File: src/include/tomux_consts.svh
`ifndef TOMUX_CONSTS_SVH
`define TOMUX_CONSTS_SVH

// register indices; byte address is four times the index
`define TOMUX_IDX_SEL1 14'h2502
`define TOMUX_IDX_SEL2 14'h2503
`define TOMUX_IDX_STATUS 14'h2505
`define TOMUX_IDX_SPARE 14'h2704

// field layout
`define TOMUX_SEL_MSB 4
`define TOMUX_SEL_LSB 0
`define TOMUX_SPARE_BIT1 1
`define TOMUX_SPARE_BIT2 2
`define TOMUX_STAT_OUT1 0
`define TOMUX_STAT_OUT2 1

// reset and init values
`define TOMUX_SPARE_RST 8'h00
`define TOMUX_NV_INIT_VAL 8'h00
`define TOMUX_RDAT_RST 32'h0000_0000

// first selector codes
`define TOMUX_C1_WDREF 5'h09
`define TOMUX_C1_CPUCLK 5'h0A
`define TOMUX_C1_SUPACC 5'h0D
`define TOMUX_C1_SUPUSE 5'h0E
`define TOMUX_C1_FSYNC 5'h1B
`define TOMUX_C1_BUSY 5'h1C
`define TOMUX_C1_XFER 5'h1D
`define TOMUX_C1_RTMOUT 5'h1F

// second selector codes
`define TOMUX_C2_WDOVF 5'h00
`define TOMUX_C2_P1S 5'h01
`define TOMUX_C2_P4S 5'h02
`define TOMUX_C2_RTCW 5'h03
`define TOMUX_C2_SPARE1 5'h08
`define TOMUX_C2_SPARE2 5'h09
`define TOMUX_C2_WAKE 5'h0A
`define TOMUX_C2_FSYNC 5'h0B
`define TOMUX_C2_MCLK 5'h0C
`define TOMUX_C2_GND 5'h0E
`define TOMUX_C2_IRQ_BASE 5'h12
`define TOMUX_C2_RTMCLK 5'h1F

`define TOMUX_NUM_IRQ 7

`endif

File: src/include/tomux_pkg.sv
`include "tomux_consts.svh"

package tomux_pkg;

  typedef enum logic [0:0] {
    BUS_IDLE = 1'b0,
    BUS_ACK = 1'b1
  } tomux_bus_t;

  typedef struct packed {
    logic cyc;
    logic stb;
    logic we;
    logic [15:0] adr;
    logic [3:0] sel;
    logic [31:0] dat;
  } tomux_wb_req_t;

  typedef struct packed {
    logic watchdog_refresh_pulse;
    logic processor_clock;
    logic supply_accurate_flag;
    logic supply_usable_flag;
    logic frame_sync;
    logic compute_busy_irq;
    logic compute_transfer_irq;
    logic realtime_monitor_out;
    logic watchdog_overflow;
    logic one_second_pulse;
    logic four_second_pulse;
    logic rtc_clock_wave;
    logic wake_event;
    logic frontend_master_clock;
    logic [`TOMUX_NUM_IRQ-1:0] irq_lines;
    logic realtime_monitor_clock;
  } tomux_src_t;

  typedef struct packed {
    tomux_bus_t bus;
    logic ack;
    logic [31:0] rdat;
    logic [7:0] spare;
    logic out1;
    logic out2;
  } tomux_state_t;

  typedef struct packed {
    logic [7:0] value;
  } tomux_nv_t;

endpackage

File: src/rtl/tomux_top.sv
`timescale 1ns/1ps

// How it works
// two selector instances, each with its own select field, drive the two test pins independently.
// the first pin follows the source picked by bits 4..0 of the register at index 0x2502.
// the second pin follows the source picked by bits 4..0 of the register at index 0x2503.
// both select fields live in battery-backed storage that no system reset touches.
// on the first pin code 9 gives the watchdog refresh pulse and code A the processor clock.
// on the first pin code D gives the accurate-supply flag and code E the usable-supply flag.
// software is expected to write only listed codes to the first select field.
// on the second pin code 0 gives the watchdog overflow indication.
// on the second pin code 1 gives the one-second pulse and code 3 the rtc clock wave.
// on the second pin code 2 gives the four-second pulse.
// on the second pin codes 8 and 9 give spare bits 1 and 2 of the register at index 0x2704.
// on the second pin code A gives the wake event, B the frame sync and C the front-end master clock.
// on the second pin code E holds the pin at digital ground.
// on the second pin codes 12..18 give interrupt lines 0..6 and code 1F the realtime monitor clock.
// software is expected to write only listed codes to the second select field.
// each pin is its selected source passed through one flop, and any reserved code drives it low.

module tomux_top
  import tomux_pkg::*;
(
  // clock, reset, enable
  input wire logic CLK_SYS,
  input wire logic SYS_RST,
  input wire logic CLK_EN,
  // backup-domain init, clears the select fields
  input wire logic NV_INIT,
  // wishbone slave
  input wire logic WB_CYC_I,
  input wire logic WB_STB_I,
  input wire logic WB_WE_I,
  input wire logic [15:0] WB_ADR_I,
  input wire logic [3:0] WB_SEL_I,
  input wire logic [31:0] WB_DAT_I,
  output logic [31:0] WB_DAT_O,
  output logic WB_ACK_O,
  // first selector sources
  input wire logic WATCHDOG_REFRESH_PULSE,
  input wire logic PROCESSOR_CLOCK,
  input wire logic SUPPLY_ACCURATE_FLAG,
  input wire logic SUPPLY_USABLE_FLAG,
  input wire logic FRAME_SYNC,
  input wire logic COMPUTE_BUSY_IRQ,
  input wire logic COMPUTE_TRANSFER_IRQ,
  input wire logic REALTIME_MONITOR_OUT,
  // second selector sources
  input wire logic WATCHDOG_OVERFLOW,
  input wire logic ONE_SECOND_PULSE,
  input wire logic FOUR_SECOND_PULSE,
  input wire logic RTC_CLOCK_WAVE,
  input wire logic WAKE_EVENT,
  input wire logic FRONTEND_MASTER_CLOCK,
  input wire logic [6:0] IRQ_LINES,
  input wire logic REALTIME_MONITOR_CLOCK,
  // test pins
  output logic TEST_OUT_PIN,
  output logic TEST_OUT2_PIN
);

  tomux_state_t state_q;
  tomux_state_t state_d;
  tomux_wb_req_t req;
  tomux_src_t src;

  logic [31:0] src_vec [2];
  logic [7:0] nv_value [2];
  logic [13:0] nv_index [2];
  logic nv_wr [2];
  logic sel_out [2];
  logic [13:0] word_idx;
  logic wr_commit;
  logic [31:0] rd_value;

  assign req.cyc = WB_CYC_I;
  assign req.stb = WB_STB_I;
  assign req.we = WB_WE_I;
  assign req.adr = WB_ADR_I;
  assign req.sel = WB_SEL_I;
  assign req.dat = WB_DAT_I;

  assign src.watchdog_refresh_pulse = WATCHDOG_REFRESH_PULSE;
  assign src.processor_clock = PROCESSOR_CLOCK;
  assign src.supply_accurate_flag = SUPPLY_ACCURATE_FLAG;
  assign src.supply_usable_flag = SUPPLY_USABLE_FLAG;
  assign src.frame_sync = FRAME_SYNC;
  assign src.compute_busy_irq = COMPUTE_BUSY_IRQ;
  assign src.compute_transfer_irq = COMPUTE_TRANSFER_IRQ;
  assign src.realtime_monitor_out = REALTIME_MONITOR_OUT;
  assign src.watchdog_overflow = WATCHDOG_OVERFLOW;
  assign src.one_second_pulse = ONE_SECOND_PULSE;
  assign src.four_second_pulse = FOUR_SECOND_PULSE;
  assign src.rtc_clock_wave = RTC_CLOCK_WAVE;
  assign src.wake_event = WAKE_EVENT;
  assign src.frontend_master_clock = FRONTEND_MASTER_CLOCK;
  assign src.irq_lines = IRQ_LINES;
  assign src.realtime_monitor_clock = REALTIME_MONITOR_CLOCK;

  assign word_idx = req.adr[15:2];

  // the write lands on the edge where the master sees ack high
  assign wr_commit = (state_q.bus == BUS_ACK) && req.cyc && req.stb && req.we && req.sel[0];

  assign nv_index[0] = `TOMUX_IDX_SEL1;
  assign nv_index[1] = `TOMUX_IDX_SEL2;

  // source vector of the first pin, unlisted codes stay zero
  always_comb begin
    src_vec[0] = 32'h0000_0000;
    src_vec[0][`TOMUX_C1_WDREF] = src.watchdog_refresh_pulse;
    src_vec[0][`TOMUX_C1_CPUCLK] = src.processor_clock;
    src_vec[0][`TOMUX_C1_SUPACC] = src.supply_accurate_flag;
    src_vec[0][`TOMUX_C1_SUPUSE] = src.supply_usable_flag;
    src_vec[0][`TOMUX_C1_FSYNC] = src.frame_sync;
    src_vec[0][`TOMUX_C1_BUSY] = src.compute_busy_irq;
    src_vec[0][`TOMUX_C1_XFER] = src.compute_transfer_irq;
    src_vec[0][`TOMUX_C1_RTMOUT] = src.realtime_monitor_out;
  end

  // source vector of the second pin; the ground code is just a zero
  always_comb begin
    src_vec[1] = 32'h0000_0000;
    src_vec[1][`TOMUX_C2_WDOVF] = src.watchdog_overflow;
    src_vec[1][`TOMUX_C2_P1S] = src.one_second_pulse;
    src_vec[1][`TOMUX_C2_P4S] = src.four_second_pulse;
    src_vec[1][`TOMUX_C2_RTCW] = src.rtc_clock_wave;
    src_vec[1][`TOMUX_C2_SPARE1] = state_q.spare[`TOMUX_SPARE_BIT1];
    src_vec[1][`TOMUX_C2_SPARE2] = state_q.spare[`TOMUX_SPARE_BIT2];
    src_vec[1][`TOMUX_C2_WAKE] = src.wake_event;
    src_vec[1][`TOMUX_C2_FSYNC] = src.frame_sync;
    src_vec[1][`TOMUX_C2_MCLK] = src.frontend_master_clock;
    src_vec[1][`TOMUX_C2_GND] = 1'b0;
    for (int i = 0; i < `TOMUX_NUM_IRQ; i++) begin
      src_vec[1][`TOMUX_C2_IRQ_BASE + i] = src.irq_lines[i];
    end
    src_vec[1][`TOMUX_C2_RTMCLK] = src.realtime_monitor_clock;
  end

  // one selector and one battery-backed select field per pin
  for (genvar k = 0; k < 2; k++) begin : g_chan
    assign nv_wr[k] = wr_commit && (word_idx == nv_index[k]);

    tomux_nvreg u_field (
      .clk(CLK_SYS),
      .clk_en(CLK_EN),
      .nv_init(NV_INIT),
      .wr_en(nv_wr[k]),
      .wr_data(req.dat[7:0]),
      .value(nv_value[k])
    );

    tomux_sel u_sel (
      .sources(src_vec[k]),
      .code(nv_value[k][`TOMUX_SEL_MSB:`TOMUX_SEL_LSB]),
      .chosen(sel_out[k])
    );
  end

  // read decode; unmapped words answer with zero
  always_comb begin
    rd_value = 32'h0000_0000;
    case (word_idx)
      `TOMUX_IDX_SEL1: begin
        rd_value[7:0] = nv_value[0];
      end
      `TOMUX_IDX_SEL2: begin
        rd_value[7:0] = nv_value[1];
      end
      `TOMUX_IDX_SPARE: begin
        rd_value[7:0] = state_q.spare;
      end
      `TOMUX_IDX_STATUS: begin
        rd_value[`TOMUX_STAT_OUT1] = state_q.out1;
        rd_value[`TOMUX_STAT_OUT2] = state_q.out2;
      end
      default: begin
        rd_value = 32'h0000_0000;
      end
    endcase
  end

  always_comb begin
    state_d = state_q;
    // pins pass through one flop so the top outputs are registered;
    // costs one cycle of latency and samples the routed clocks at the system rate
    state_d.out1 = sel_out[0];
    state_d.out2 = sel_out[1];
    case (state_q.bus)
      BUS_IDLE: begin
        state_d.ack = 1'b0;
        if (req.cyc && req.stb) begin
          state_d.bus = BUS_ACK;
          state_d.ack = 1'b1;
          state_d.rdat = rd_value;
        end
      end
      BUS_ACK: begin
        state_d.bus = BUS_IDLE;
        state_d.ack = 1'b0;
        if (wr_commit && (word_idx == `TOMUX_IDX_SPARE)) begin
          state_d.spare = req.dat[7:0];
        end
      end
      default: begin
        state_d.bus = BUS_IDLE;
        state_d.ack = 1'b0;
      end
    endcase
  end

  // select fields are not part of this state, so the system reset leaves them alone
  always_ff @(posedge CLK_SYS) begin
    if (SYS_RST) begin
      state_q.bus <= BUS_IDLE;
      state_q.ack <= 1'b0;
      state_q.rdat <= `TOMUX_RDAT_RST;
      state_q.spare <= `TOMUX_SPARE_RST;
      state_q.out1 <= 1'b0;
      state_q.out2 <= 1'b0;
    end else if (CLK_EN) begin
      state_q <= state_d;
    end
  end

  assign WB_ACK_O = state_q.ack;
  assign WB_DAT_O = state_q.rdat;
  assign TEST_OUT_PIN = state_q.out1;
  assign TEST_OUT2_PIN = state_q.out2;

endmodule

File: src/rtl/tomux_nvreg.sv
`timescale 1ns/1ps

module tomux_nvreg
  import tomux_pkg::*;
(
  // clocking
  input wire logic clk,
  input wire logic clk_en,
  input wire logic nv_init,
  // write port
  input wire logic wr_en,
  input wire logic [7:0] wr_data,
  // stored value
  output logic [7:0] value
);

  tomux_nv_t state_q;
  tomux_nv_t state_d;

  // battery-backed: no system reset here, only the backup-domain init
  always_comb begin
    state_d = state_q;
    if (nv_init) begin
      state_d.value = `TOMUX_NV_INIT_VAL;
    end else if (wr_en) begin
      state_d.value = wr_data;
    end
  end

  always_ff @(posedge clk) begin
    if (clk_en) begin
      state_q <= state_d;
    end
  end

  assign value = state_q.value;

endmodule

File: src/rtl/tomux_sel.sv
`timescale 1ns/1ps

module tomux_sel
  import tomux_pkg::*;
(
  // candidate sources, one bit per code
  input wire logic [31:0] sources,
  // select field
  input wire logic [4:0] code,
  // chosen level
  output logic chosen
);

  // unlisted codes carry a zero in the source vector, so they read low
  assign chosen = sources[code];

endmodule

File: config.mk
export PLATFORM = sky130hd
export DESIGN_NAME = tomux_top
export DESIGN_NICKNAME = d
export VERILOG_FILES = /design/src/include/tomux_pkg.sv /design/src/rtl/tomux_top.sv /design/src/rtl/tomux_nvreg.sv /design/src/rtl/tomux_sel.sv
export VERILOG_INCLUDE_DIRS = /design/src /design/src/include
export SDC_FILE = /design/constraint.sdc
export NUM_CORES = 1
export LEC_CHECK = 0
export BUFFER_PORTS_ARGS = -buffer_cell sky130_fd_sc_hd__buf_2
export CAP_MARGIN = 15
export CORE_ASPECT_RATIO = 0.9
export CORE_MARGIN = 4
export CORE_UTILIZATION = 39
export DETAILED_ROUTE_END_ITERATION = 12
export HOLD_SLACK_MARGIN = 0.05
export PLACE_DENSITY = 0.77
export SYNTH_ARGS = -nofsm -noshare
export SYNTH_HDL_FRONTEND = slang
export SYNTH_SLANG_ARGS = --single-unit
File: constraint.sdc
create_clock -name CLK_SYS -period 1.85 [get_ports CLK_SYS]
set_clock_uncertainty 0.05 [all_clocks]
set_input_delay 0.0925 -clock CLK_SYS [delete_from_list [all_inputs] [get_ports CLK_SYS]]
set_output_delay 0.0925 -clock CLK_SYS [all_outputs]
set_load 0.01 [all_outputs]
== Word level (Yosys, flattened, before mapping) ==
Index checks and enable logic that the tools add are counted.

* Input bits: 81
* Bits in writable memories: 0
* Bits in latches: 0
* Memories: 0
* Flip-flop bits (word level): 36
* Output and inout bits: 35
* Memory bits (read-only): 0

* Div/mod/pow operators: 0
* Equal/unequal tests: 4
* Order comparisons: 2
* Reductions and logical operators: 14
* Muxes and demuxes: 10
* $add $sub $neg: 0
* $mul: 0
* Shift-type cells: 0
* Bitwise operators: 1

{| class="wikitable"
|+ Operators with widths
! kind !! count
|-
| 14-bit equality test (second input constant) || 4
|-
| 34-bit two-way mux || 1
|-
| 6-bit case mux with 3 select lines || 1
|-
| 8-bit two-way mux || 2
|-
| 5-bit by 6-bit less-than comparator with 1-bit output (second input constant) || 2
|-
| 1-bit binary-select mux with 5-bit select || 2
|-
| 1-bit logical AND || 8
|-
| 2-bit case mux with 4 select lines || 1
|-
| 3-bit AND reduction || 2
|-
| 2-bit case mux with 2 select lines || 1
|-
| 2-bit AND reduction || 2
|-
| 2-bit nonzero test || 2
|-
| 1-bit two-way mux || 2
|-
| 1-bit inverter || 1
|}

== Longest topological paths before layout ==
Gate-level depths: netlist of run 1.

* Word-level depth: 7
* Depth in mapped cells: 6

== Hierarchy ==
Synthesis of run 1 repeated with hierarchy kept, for this count alone.

* Cells, all modules: 265
* Area, all modules: 2533.7 µm²

{| class="wikitable"
|+ By module, submodules not included
! module !! instances !! cells an instance !! area each (µm²) !! sequential area each (µm²)
|-
| tomux_top || 1 || 149 || 1287.5 || 380.4
|-
| tomux_sel || 2 || 41 || 325.3 || 0.0
|-
| tomux_nvreg || 2 || 17 || 297.8 || 240.2
|}

== Worst setup path before layout of run 1 ==
OpenSTA, ideal clock, no wires.

* Kind: input-to-reg
* From: input WB_ADR_I[5]
* To: register g_chan[1].u_field.state_q, in the netlist g_chan[1].u_field.value[0], enable pin
* Stages: 5
* Path buffers: 0
* Setup slack: 0.060 ns
* Arrival time: 1.356 ns
* Setup time: 0.384 ns
* Path through: and4bb_2 > nand4b_1 > nor3_1 > nand2_1 > o21ai_0

* Cells in the longest elaborated chain, start to end: 4

{| class="wikitable"
|+ RTL lines
! item !! line !! source
|-
| from (decl) || tomux_top.sv:34 || <nowiki>input wire logic [15:0] WB_ADR_I,</nowiki>
|-
| 14-bit equality test || tomux_top.sv:142 || <nowiki>assign nv_wr[k] = wr_commit && (word_idx == nv_index[k]);</nowiki>
|-
| 1-bit logical AND || tomux_top.sv:142 ||
|-
| 2-bit nonzero test (no source line) || n/a ||
|-
| 2-bit AND reduction (no source line) || n/a ||
|-
| to (signal assigned) || tomux_nvreg.sv:32 || <nowiki>state_q <= state_d;</nowiki>
|-
| to (decl) || tomux_nvreg.sv:17 || <nowiki>tomux_nv_t state_q;</nowiki>
|}

No other way between the ends.
A chain may end at the register's enable or synchronous reset.

== Worst setup path after layout of run 1 ==
* From: register g_chan[1].u_field.state_q, in the netlist g_chan[1].u_field.value[0]
* To: register state_q, in the netlist TEST_OUT2_PIN

* Cells in the longest elaborated chain, start to end: 2

{| class="wikitable"
|+ RTL lines
! item !! line !! source
|-
| 1-bit binary-select mux with 5-bit select || tomux_sel.sv:15 || <nowiki>assign chosen = sources[code];</nowiki>
|-
| 1-bit two-way mux (implied by the code) || tomux_sel.sv:15 ||
|-
| to (signal assigned) || tomux_top.sv:222 || <nowiki>state_q <= state_d;</nowiki>
|-
| to (decl) || tomux_top.sv:62 || <nowiki>tomux_state_t state_q;</nowiki>
|}

No other way between the ends. The select of a mux whose other input is x is not followed.

==> PnR_summary.wiki, run 1 <==
{| class="wikitable"
! Metric !! Value
|-
| Ratio of routed vias to standard cells || 4.87
|-
| Number of buffers inserted during clock tree synthesis || 5
|-
| Cell taking the most area after synthesis || sky130_fd_sc_hd__edfxtp_1
|-
| Hpwl dp || 3.59 mm
|-
| Count of clock tree sinks || 35
|-
| Run status || finished, final reports clean
|-
| Combinational family with the most area after synthesis || simple AND/OR/NAND/NOR gates
|-
| Multiplexer fraction of the synthesized cell area || 0.126
|-
| Area of all sequential standard cells || 861 um^2
|-
| Clock transition at the registers of the reported paths || 0.08 ns
|-
| Number of fill cells in the layout || 469
|-
| CTS root buffer || sky130_fd_sc_hd__clkbuf_8
|-
| Post-synthesis instance area || 1950 um^2
|-
| Number of global-route vias before repair || 1457
|-
| LEAKAGE || 1.09 nW
|-
| Number of unique standard cell types used by synthesis || 41
|-
| CP arrival || 1.86 ns
|-
| Layout cell share with drive strength beyond 1 || 0.330
|-
| Final worst path period need || 1.70 ns
|-
| Critical path endpoint category || register
|-
| Hold slack final || 0.0683 ns
|-
| Final std cells w/o fill || 329
|-
| Pre-Repair DR Iteration Count || 4
|-
| Area of all placed cells without fillers || 2410 um^2
|-
| Number of antenna cells inserted || 0
|-
| Area overhead of the layout relative to synthesis || 23.6%
|-
| Class of the most critical setup path || register to register
|-
| Share of the synthesized netlist area taken by xor and xnor gates || 0.00449
|-
| Htree depth || 2
|-
| Clock tree from TritonCTS || built
|-
| Timing startpoint of the critical path || g_chan[1].u_field.value[0]
|-
| Largest net degree at the start of global routing || 14
|-
| Gate count after technology mapping || 189
|-
| CTS max path bufs || 2
|-
| Total power divided by cell area || 683 nW/um^2
|-
| Synth warnings || 0
|-
| Clock insertion delay at the later pin of the skew report || 0.29 ns
|-
| Area of combinational cells with multiple inputs || 901 um^2
|-
| Hold Crit Class || input pin to register
|-
| Overall die height || 75.1 um
|-
| Post-layout util || 0.499
|-
| Post-synthesis share of cell area spent on and, or, nand and nor gates || 0.167
|-
| Cell Count Post-Placement || 313
|-
| Wire length of the first global-routing pass || 6.76 mm
|-
| Maximum frequency from static timing analysis || 589 MHz
|-
| Critical Path Fanout Max || 5
|-
| Detailed-route via count || 1603
|-
| Placed Instance Area || 2240 um^2
|-
| Biggest area contributors in the synthesized netlist || sky130_fd_sc_hd__edfxtp_1 25%, sky130_fd_sc_hd__dfxtp_1 19%, sky130_fd_sc_hd__buf_4 12%
|-
| Avg Synthesized Cell Area || 10.3 um^2
|-
| Register bit count reported by yosys || 35
|-
| Adder and majority gate portion of the synthesized area || 0
|-
| Fraction of the mapped netlist area in compound gates || 0.118
|-
| Die Outline Area || 6200 um^2
|-
| Unrepaired setup endpoints after global routing || false
|-
| # rows || 24
|-
| Synth top area share || 0.246
|-
| Initial core utilization || 0.404
|-
| Initial antenna violation count || 0
|-
| Startpoint type of the worst setup path || register
|-
| Max-slew violations || 0
|-
| Post-route antenna net violation count || 0
|-
| Drt first-iter violations || 93
|-
| Total global-route track usage || 0.148
|-
| Critical hold path startpoint || CLK_EN
|-
| Final weighted congestion in routability-driven placement || 0.783
|-
| GRT overflow || 0
|-
| Remaining routing DRC violations || 0
|-
| Number of setup violations in the final report || 0
|-
| Worst IR drop on VDD || 0.000365 V
|-
| Final TNS setup || 0 ns
|-
| Required time at the endpoint of the critical path || 2.02 ns
|-
| Seq/Total Area, Yosys || 0.441
|-
| Core region area || 4830 um^2
|-
| Wire length after detailed routing || 4.67 mm
|-
| IO Count || 116
|-
| Final hold violation count || 0
|-
| IO Port Bufs || 62
|-
| Fin nets || 344
|-
| Worst R2R Start || g_chan[1].u_field.value[0]
|-
| Number of max-cap violations || 0
|-
| Routed wire length per instance || 14.2 um
|-
| Crit share post-route || 0.918
|-
| Width of the die || 82.6 um
|}
## worst max-delay path, stage by stage (launching register included)
cell                       delay (ns)
sky130_fd_sc_hd__edfxtp_1        0.47
sky130_fd_sc_hd__or4b_2          0.64
sky130_fd_sc_hd__nand3_1         0.10
sky130_fd_sc_hd__o311ai_0        0.13
sky130_fd_sc_hd__a211oi_1        0.23
## state kept, by name, indices dropped and copies added, names as in the netlist
signal / flops
src_vec: 2
TEST_OUT_PIN: 1
WB_DAT_O: 8
state_q: 7
TEST_OUT2_PIN: 1
g_chan.u_field.value: 16
## cell usage after synthesis
cell / count
sky130_fd_sc_hd__mux2i_1: 20
sky130_fd_sc_hd__nor2_1: 14
sky130_fd_sc_hd__or2_2: 1
sky130_fd_sc_hd__edfxtp_1: 16
sky130_fd_sc_hd__a22o_1: 2
sky130_fd_sc_hd__conb_1: 1
sky130_fd_sc_hd__a21boi_0: 1
sky130_fd_sc_hd__buf_2: 2
sky130_fd_sc_hd__a32oi_1: 6
sky130_fd_sc_hd__and3_1: 1
sky130_fd_sc_hd__o21ai_0: 10
sky130_fd_sc_hd__buf_6: 1
sky130_fd_sc_hd__buf_4: 32
sky130_fd_sc_hd__o32ai_1: 1
sky130_fd_sc_hd__nand2b_1: 8
sky130_fd_sc_hd__and2_1: 1
sky130_fd_sc_hd__nand2_1: 6
sky130_fd_sc_hd__a31oi_1: 2
sky130_fd_sc_hd__a211oi_1: 3
sky130_fd_sc_hd__or4b_2: 1
sky130_fd_sc_hd__dfxtp_1: 19
sky130_fd_sc_hd__a21oi_1: 4
sky130_fd_sc_hd__mux4_2: 2
sky130_fd_sc_hd__inv_1: 2
sky130_fd_sc_hd__nor3b_1: 1
sky130_fd_sc_hd__o211ai_1: 1
sky130_fd_sc_hd__o22a_1: 1
sky130_fd_sc_hd__and4bb_2: 1
sky130_fd_sc_hd__nor4_2: 1
sky130_fd_sc_hd__xor2_1: 1
sky130_fd_sc_hd__nor2b_1: 11
sky130_fd_sc_hd__o311ai_0: 1
sky130_fd_sc_hd__nor3_1: 2
sky130_fd_sc_hd__nand4_1: 1
sky130_fd_sc_hd__nand4b_1: 2
sky130_fd_sc_hd__a21o_1: 1
sky130_fd_sc_hd__clkbuf_1: 2
sky130_fd_sc_hd__o22ai_1: 1
sky130_fd_sc_hd__or4b_1: 1
sky130_fd_sc_hd__nand3_1: 4
sky130_fd_sc_hd__or4_1: 1
## cell type report
| type | instances | share of cell area |
|---|---|---|
| multi-input combinational | 138 | 0.373 |
| sequential | 35 | 0.357 |
| timing repair buffer | 81 | 0.196 |
| tap | 65 | 0.0337 |
| clock buffer | 5 | 0.0285 |
| clock inverter | 3 | 0.00830 |
| inverter | 2 | 0.00311 |
## metal layers
metal  wire, um  share of wire  vias up  track usage
met5          0              0        -            0
met4         27         0.0058        0       0.0399
met3        462          0.099        4       0.0550
met2       2220           0.48       68        0.233
met1       1960           0.42      752        0.192
li1           -              -      779            -
## per-stage QoR
step / power [mW] / setup slack, ns
floorplan: 1.03 / 0.0602
CTS: 1.66 / 0.140
global placement: 1.10 / 0.142
global route: 1.72 / 0.0451
finish: 1.65 / 0.152
detailed placement: 1.10 / 0.104
## final timing paths
kind,to,cells past startpoint,slack (ns)
hold / removal,TEST_OUT_PIN,3,0.07
setup / recovery,TEST_OUT2_PIN,4,0.15
setup reg to reg,TEST_OUT2_PIN,4,0.15
hold reg to reg,WB_DAT_O[1],1,0.43
## power breakdown
part           total, mW  internal (mW)  switching, mW
combinational      0.241          0.118          0.123
clock              0.549          0.262          0.287
sequential         0.858          0.839         0.0194
## layout by cell type (no fill, tap or decap), drive strengths merged, types with 2 or more instances in the layout
cell	count
inv	2
nor2	14
nand4b	2
mux2i	20
conb	24
buf	73
or4b	2
a21oi	4
edfxtp	16
a22o	2
a32oi	6
a211oi	3
o21ai	10
a31oi	2
dfxtp	19
mux4	2
nor2b	11
dlygate4sd3	8
nand2b	8
nand3	4
nor3	2
clkinvlp	2
nand2	6
clkbuf	5
## cell families (layout without fill, tap and decap cells)
group | Yosys count | count (layout)
compound gates | 34 | 34
xor+xnor | 1 | 1
buf+inv | 39 | 91
flops | 35 | 35
mux | 22 | 22
other cells | 1 | 24
simple gates | 57 | 57
## timing repair
item | 4_1_cts | 5_1_grt
endpoints found under the hold margin | 8 | 0
hold buffers | 8 | 0
setup endpoints to repair | 0 | 0
resized for setup | 0 | 0
buffers inserted | 0 | 0
Power figures use the tool's default switching activity.
==> run 2, diff against run 1 <==
BUFFER_PORTS_ARGS = not set   (was -buffer_cell sky130_fd_sc_hd__buf_2)
CORE_UTILIZATION = 56   (was 39)
DONT_BUFFER_PORTS = 1   (was not set)
PLACE_DENSITY = 0.75   (was 0.77)
==> PnR_summary.wiki, run 2 (synthesis gave the netlist of run 1 again) <==
{| class="wikitable"
! Metric !! Value
|-
| Final weighted congestion in routability-driven placement || 0.766 (was 0.783)
|-
| Core region area || 3350 um^2 (was 4830 um^2)
|-
| Width of the die || 70.2 um (was 82.6 um)
|-
| IO Count || 116 (unchanged)
|-
| CTS root buffer || sky130_fd_sc_hd__clkbuf_8 (unchanged)
|-
| Fin nets || 285 (was 344)
|-
| Unrepaired setup endpoints after global routing || false (unchanged)
|-
| Total power divided by cell area || 770 nW/um^2 (was 683 nW/um^2)
|-
| Routed wire length per instance || 17.8 um (was 14.2 um)
|-
| Drt first-iter violations || 68 (was 93)
|-
| Worst IR drop on VDD || 0.000526 V (was 0.000365 V)
|-
| Worst path slowest cell || sky130_fd_sc_hd__or4b_2 (unchanged)
|-
| Register-to-register setup slack || 0.14 ns (was 0.15 ns)
|-
| Clock transition at the registers of the reported paths || 0.07 ns (was 0.08 ns)
|-
| Clock insertion delay at the later pin of the skew report || 0.29 ns (about the same)
|-
| Overall die height || 64.0 um (was 75.1 um)
|-
| IO Port Bufs || 0 (was 62)
|-
| Max reg flops || 16 (unchanged)
|-
| CP arrival || 1.86 ns (about the same)
|-
| Required time at the endpoint of the critical path || 2.01 ns (was 2.02 ns)
|-
| Worst slew margin || 0.649
|-
| Crit share post-route || 0.922 (was 0.918)
|-
| Tightest Pin Transition || 0.524 ns
|-
| Number of setup violations in the final report || 0 (unchanged)
|-
| Number of antenna cells inserted || 0 (unchanged)
|-
| CTS max path bufs || 2 (unchanged)
|-
| Smallest setup slack after layout || 0.144 ns (was 0.152 ns)
|-
| Max-slew violations || 0 (unchanged)
|-
| Pre-Repair DR Iteration Count || 4 (unchanged)
|-
| Number of fill cells in the layout || 287 (was 469)
|-
| Die Outline Area || 4500 um^2 (was 6200 um^2)
|-
| Total global-route track usage || 0.195 (was 0.148)
|-
| Most common cell after layout, fill and taps aside || sky130_fd_sc_hd__conb_1 (was sky130_fd_sc_hd__buf_2)
|-
| Critical path endpoint category || register (unchanged)
|-
| LEAKAGE || 0.851 nW (was 1.09 nW)
|-
| Ratio of routed vias to standard cells || 5.83 (was 4.87)
|-
| Initial core utilization || 0.582 (was 0.404)
|-
| Remaining routing DRC violations || 0 (unchanged)
|-
| Highest cell delay on the worst timing path || 0.68 ns (was 0.64 ns)
|-
| Wire length after detailed routing || 4.43 mm (was 4.67 mm)
|-
| Run status || finished, final reports clean (unchanged)
|-
| Number of global-route vias before repair || 1401 (was 1457)
|-
| Hold Crit Class || input pin to register (unchanged)
|-
| Final worst path period need || 1.71 ns (was 1.70 ns)
|-
| Post-cts resize count || 0 (unchanged)
|-
| Number of max-cap violations || 0 (unchanged)
|-
| Htree depth || 2 (unchanged)
|-
| Largest net degree at the start of global routing || 13 (was 14)
|-
| Post-route antenna net violation count || 0 (unchanged)
|-
| Final hold violation count || 0 (unchanged)
|-
| Startpoint type of the worst setup path || register (unchanged)
|-
| Pre-CTS setup slack || 0.169 ns (was 0.104 ns)
|-
| Count of clock tree sinks || 35 (unchanged)
|-
| Hpwl dp || 3.35 mm (was 3.59 mm)
|-
| Initial antenna violation count || 0 (unchanged)
|-
| Final TNS setup || 0 ns (unchanged)
|-
| Detailed-route via count || 1451 (was 1603)
|-
| Layout cell share with drive strength beyond 1 || 0.112 (was 0.330)
|-
| Area overhead of the layout relative to synthesis || 8.65% (was 23.6%)
|-
| Critical Path Fanout Max || 2 (was 5)
|-
| Class of the most critical setup path || register to register (unchanged)
|-
| Crit path cell chain || or4b_2 > nand3_1 > o311ai_0 > a211oi_1 (unchanged)
|-
| Wire length of the first global-routing pass || 6.68 mm (was 6.76 mm)
|-
| Commonest cells after routing, fill and taps aside || 24 x sky130_fd_sc_hd__conb_1, 20 x sky130_fd_sc_hd__mux2i_1, 19 x sky130_fd_sc_hd__dfxtp_1 (was 62 x sky130_fd_sc_hd__buf_2, 24 x sky130_fd_sc_hd__conb_1, 20 x sky130_fd_sc_hd__mux2i_1)
|-
| # rows || 20 (was 24)
|-
| Number of buffers inserted during clock tree synthesis || 5 (unchanged)
|-
| GRT overflow || 0 (unchanged)
|-
| Maximum frequency from static timing analysis || 586 MHz (was 589 MHz)
|-
| Clock tree from TritonCTS || built (unchanged)
|}
[run 2: cell count changes in the layout (fill, tap and decap cells not counted)]
cell and delta:
sky130_fd_sc_hd__buf_2 -62, sky130_fd_sc_hd__dlygate4sd3_1 +5, sky130_fd_sc_hd__buf_4 -2, sky130_fd_sc_hd__clkbuf_8 +1, sky130_fd_sc_hd__clkinv_2 -1, sky130_fd_sc_hd__clkinv_4 +1
sky130_fd_sc_hd__clkinvlp_4 -1
[run 2: repair_timing]
item                                   CTS  global route
setup buffers                            0             0
hold buffers                            13             0
endpoints found under the hold margin   35             0
[run 2: routing by layer]
layer / track usage / up-vias / wire [um]
met5: 0 / - / 0
met4: 0.0789 / 0 / 73
met2: 0.327 / 89 / 2210
met3: 0.0786 / 10 / 490
met1: 0.220 / 682 / 1660
li1: - / 670 / -
[run 2: worst paths after layout]
| kind | cells past startpoint | endpoint | start |
|---|---|---|---|
| min reg2reg | 2 | WB_DAT_O[3] | state_q[5] |
| max reg2reg | 4 | TEST_OUT2_PIN | g_chan[1].u_field.value[2] |
| max | 4 | TEST_OUT2_PIN | g_chan[1].u_field.value[2] |
| min | 3 | state_q[43] | CLK_EN |
[run 2: stage by stage]
step           instances  instance area [um^2]  utilization  total power, mW  hold slack [ns]
2_1_floorplan        212                  2040            -             1.03            0.115
3_3_place_gp         228                  1890        0.564             1.01            0.116
3_5_place_dp         228                  1890        0.564             1.02            0.116
4_1_cts              249                  2120        0.632             1.64           0.0708
5_1_grt              249                  2120        0.632             1.69           0.0888
6_report             249                  2120        0.632             1.63           0.0791
[run 2: layout make-up]
| type | instances | area [um^2] | area share |
|---|---|---|---|
| Clock buffer | 6 | 82.6 | 0.0389 |
| Timing Repair Buffer | 22 | 198 | 0.0932 |
| Clock inverter | 2 | 16.3 | 0.00767 |
| Inverter | 2 | 7.51 | 0.00354 |
| Sequential cell | 35 | 861 | 0.406 |
| Tap cell | 44 | 55.1 | 0.0260 |
| Multi-Input combinational cell | 138 | 901 | 0.425 |
[run 2: power by group]
group	switching, mW	internal [mW]	leakage [nW]
registers	0.0202	0.839	0.293
logic	0.102	0.0831	0.511
clock network	0.285	0.304	0.0474
[run 2: worst max-delay path, delay by kind of cell, from the launching register on]
family	cells	cell delay (ns)
compound gates	2	0.38
flops	1	0.41
simple gates	2	0.78
==> run 3, diff against run 2 <==
RECOVER_POWER = 100   (was not set)
==> PnR_summary.wiki, run 3 (synthesis gave the netlist of run 1 again) <==
{| class="wikitable"
! Metric !! Value
|-
| Run status || finished, final reports clean (unchanged)
|-
| Final TNS setup || 0 ns (unchanged)
|-
| Number of setup violations in the final report || 0 (unchanged)
|-
| IO Count || 116 (unchanged)
|-
| Initial antenna violation count || 0 (unchanged)
|-
| Hold Crit Class || input pin to register (unchanged)
|-
| Class of the most critical setup path || register to register (unchanged)
|-
| Number of antenna cells inserted || 0 (unchanged)
|-
| Number of max-cap violations || 0 (unchanged)
|-
| Crit share post-route || 0.923 (was 0.922)
|-
| Area of combinational cells with multiple inputs || 901 um^2 (unchanged)
|-
| Required time at the endpoint of the critical path || 2.00 ns (was 2.01 ns)
|-
| # rows || 20 (unchanged)
|-
| Die Outline Area || 4500 um^2 (unchanged)
|-
| Htree depth || 2 (unchanged)
|-
| Clock transition at the registers of the reported paths || 0.07 ns (about the same)
|-
| Total power divided by cell area || 772 nW/um^2 (was 770 nW/um^2)
|-
| Final worst path period need || 1.71 ns (about the same)
|-
| CTS root buffer || sky130_fd_sc_hd__clkbuf_8 (unchanged)
|-
| IO Port Bufs || 0 (unchanged)
|-
| Commonest cells after routing, fill and taps aside || 24 x sky130_fd_sc_hd__conb_1, 20 x sky130_fd_sc_hd__mux2i_1, 19 x sky130_fd_sc_hd__dfxtp_1 (unchanged)
|-
| Final hold violation count || 0 (unchanged)
|-
| Cell Count Post-Placement || 228 (unchanged)
|-
| Count of clock tree sinks || 35 (unchanged)
|-
| Number of fill cells in the layout || 290 (was 287)
|-
| Remaining routing DRC violations || 0 (unchanged)
|-
| Routed length on met3 || 495 um (was 490 um)
|-
| Most common cell after layout, fill and taps aside || sky130_fd_sc_hd__conb_1 (unchanged)
|-
| Drt first-iter violations || 66 (was 68)
|-
| CTS max path bufs || 2 (unchanged)
|-
| Area of all sequential standard cells || 861 um^2 (unchanged)
|-
| Maximum frequency from static timing analysis || 586 MHz (about the same)
|-
| Hpwl dp || 3.35 mm (unchanged)
|-
| Wire length after detailed routing || 4.38 mm (was 4.43 mm)
|-
| Max reg flops || 16 (unchanged)
|-
| Metal2 WL || 2.19 mm (was 2.21 mm)
|-
| Pre-Repair DR Iteration Count || 4 (unchanged)
|-
| Smallest setup slack after layout || 0.143 ns (was 0.144 ns)
|-
| Worst R2R Start || g_chan[1].u_field.value[2] (unchanged)
|-
| Total global-route track usage || 0.195 (unchanged)
|-
| Critical Path Fanout Max || 2 (unchanged)
|-
| Core region area || 3350 um^2 (unchanged)
|-
| Wire length the detailed router placed on met1 || 1.62 mm (was 1.66 mm)
|-
| Clock tree from TritonCTS || built (unchanged)
|-
| Critical path endpoint category || register (unchanged)
|-
| Wire length of the first global-routing pass || 6.68 mm (unchanged)
|-
| Pre-CTS setup slack || 0.169 ns (unchanged)
|-
| CP arrival || 1.86 ns (about the same)
|-
| Ratio of routed vias to standard cells || 5.84 (was 5.83)
|-
| Timing startpoint of the critical path || g_chan[1].u_field.value[2] (unchanged)
|-
| Hold buffer count at CTS || 13 (unchanged)
|-
| Clock insertion delay at the later pin of the skew report || 0.29 ns (about the same)
|-
| Tightest Pin Transition || 0.497 ns (was 0.524 ns)
|-
| Fin nets || 285 (unchanged)
|-
| Area overhead of the layout relative to synthesis || 8.08% (was 8.65%)
|-
| Worst IR drop on VDD || 0.000525 V (was 0.000526 V)
|-
| GRT overflow || 0 (unchanged)
|-
| Post-route antenna net violation count || 0 (unchanged)
|-
| Number of global-route vias before repair || 1401 (unchanged)
|-
| Worst slew margin || 0.667 (was 0.649)
|-
| Startpoint type of the worst setup path || register (unchanged)
|-
| LEAKAGE || 0.844 nW (was 0.851 nW)
|-
| Initial core utilization || 0.582 (unchanged)
|-
| Number of buffers inserted during clock tree synthesis || 5 (unchanged)
|-
| Post-cts resize count || 0 (unchanged)
|-
| Top routing layer in use || met4 (unchanged)
|-
| Layout cell share with drive strength beyond 1 || 0.107 (was 0.112)
|-
| Overall die height || 64.0 um (unchanged)
|-
| Unrepaired setup endpoints after global routing || false (unchanged)
|-
| Routed wire length per instance || 17.6 um (was 17.8 um)
|-
| Largest net degree at the start of global routing || 13 (unchanged)
|-
| Max-slew violations || 0 (unchanged)
|-
| Final weighted congestion in routability-driven placement || 0.766 (unchanged)
|-
| Critical hold path startpoint || CLK_EN (unchanged)
|-
| Final std cells w/o fill || 249 (unchanged)
|-
| Detailed-route via count || 1453 (was 1451)
|-
| Post-CTS Setup Repair Bufs || 0 (unchanged)
|-
| Width of the die || 70.2 um (unchanged)
|}
==> run 3: changes by cell type in the layout (fill, tap and decap cells not counted), sizes merged <==
cell,delta
buf,-4
clkbuf,+4
==> run 3: final timing paths <==
| kind | endpoint | slack [ns] | cells after the start |
|---|---|---|---|
| worst max-delay path | TEST_OUT2_PIN | 0.14 | 4 |
| worst min-delay path | state_q[43] | 0.08 | 3 |
| worst max register to register | TEST_OUT2_PIN | 0.14 | 4 |
| worst min register to register | WB_DAT_O[3] | 0.47 | 2 |
==> run 3: final cells by class <==
class	count	area share
Clock buffer	6	0.0391
Clock inverter	2	0.00771
Inverter	2	0.00356
Multi-Input combinational cell	138	0.427
Sequential cell	35	0.408
Tap cell	44	0.0261
Timing Repair Buffer	22	0.0884
==> run 3: critical path: stages (launching register included) <==
cell and delay [ns]:
sky130_fd_sc_hd__edfxtp_1 0.41, sky130_fd_sc_hd__or4b_2 0.68, sky130_fd_sc_hd__nand3_1 0.11, sky130_fd_sc_hd__o311ai_0 0.14
sky130_fd_sc_hd__a211oi_1 0.24
==> run 3: metal layers <==
metal,vias to the layer above,track usage
met5,-,0
met4,0,0.0789
met3,9,0.0786
met2,93,0.327
met1,678,0.220
li1,673,-
==> run 3: metrics by stage <==
step | utilization | area (um^2) | hold slack, ns | power [mW]
2_1_floorplan | - | 2040 | 0.115 | 1.03
3_3_place_gp | 0.564 | 1890 | 0.116 | 1.01
3_5_place_dp | 0.564 | 1890 | 0.116 | 1.02
4_1_cts | 0.632 | 2120 | 0.0708 | 1.64
5_1_grt | 0.629 | 2110 | 0.0898 | 1.69
6_report | 0.629 | 2110 | 0.0789 | 1.63
==> run 3: where the power goes <==
group	internal, mW	switching [mW]	leakage (nW)
sequential	0.839	0.0202	0.293
clock	0.304	0.283	0.0474
combinational	0.0809	0.101	0.504
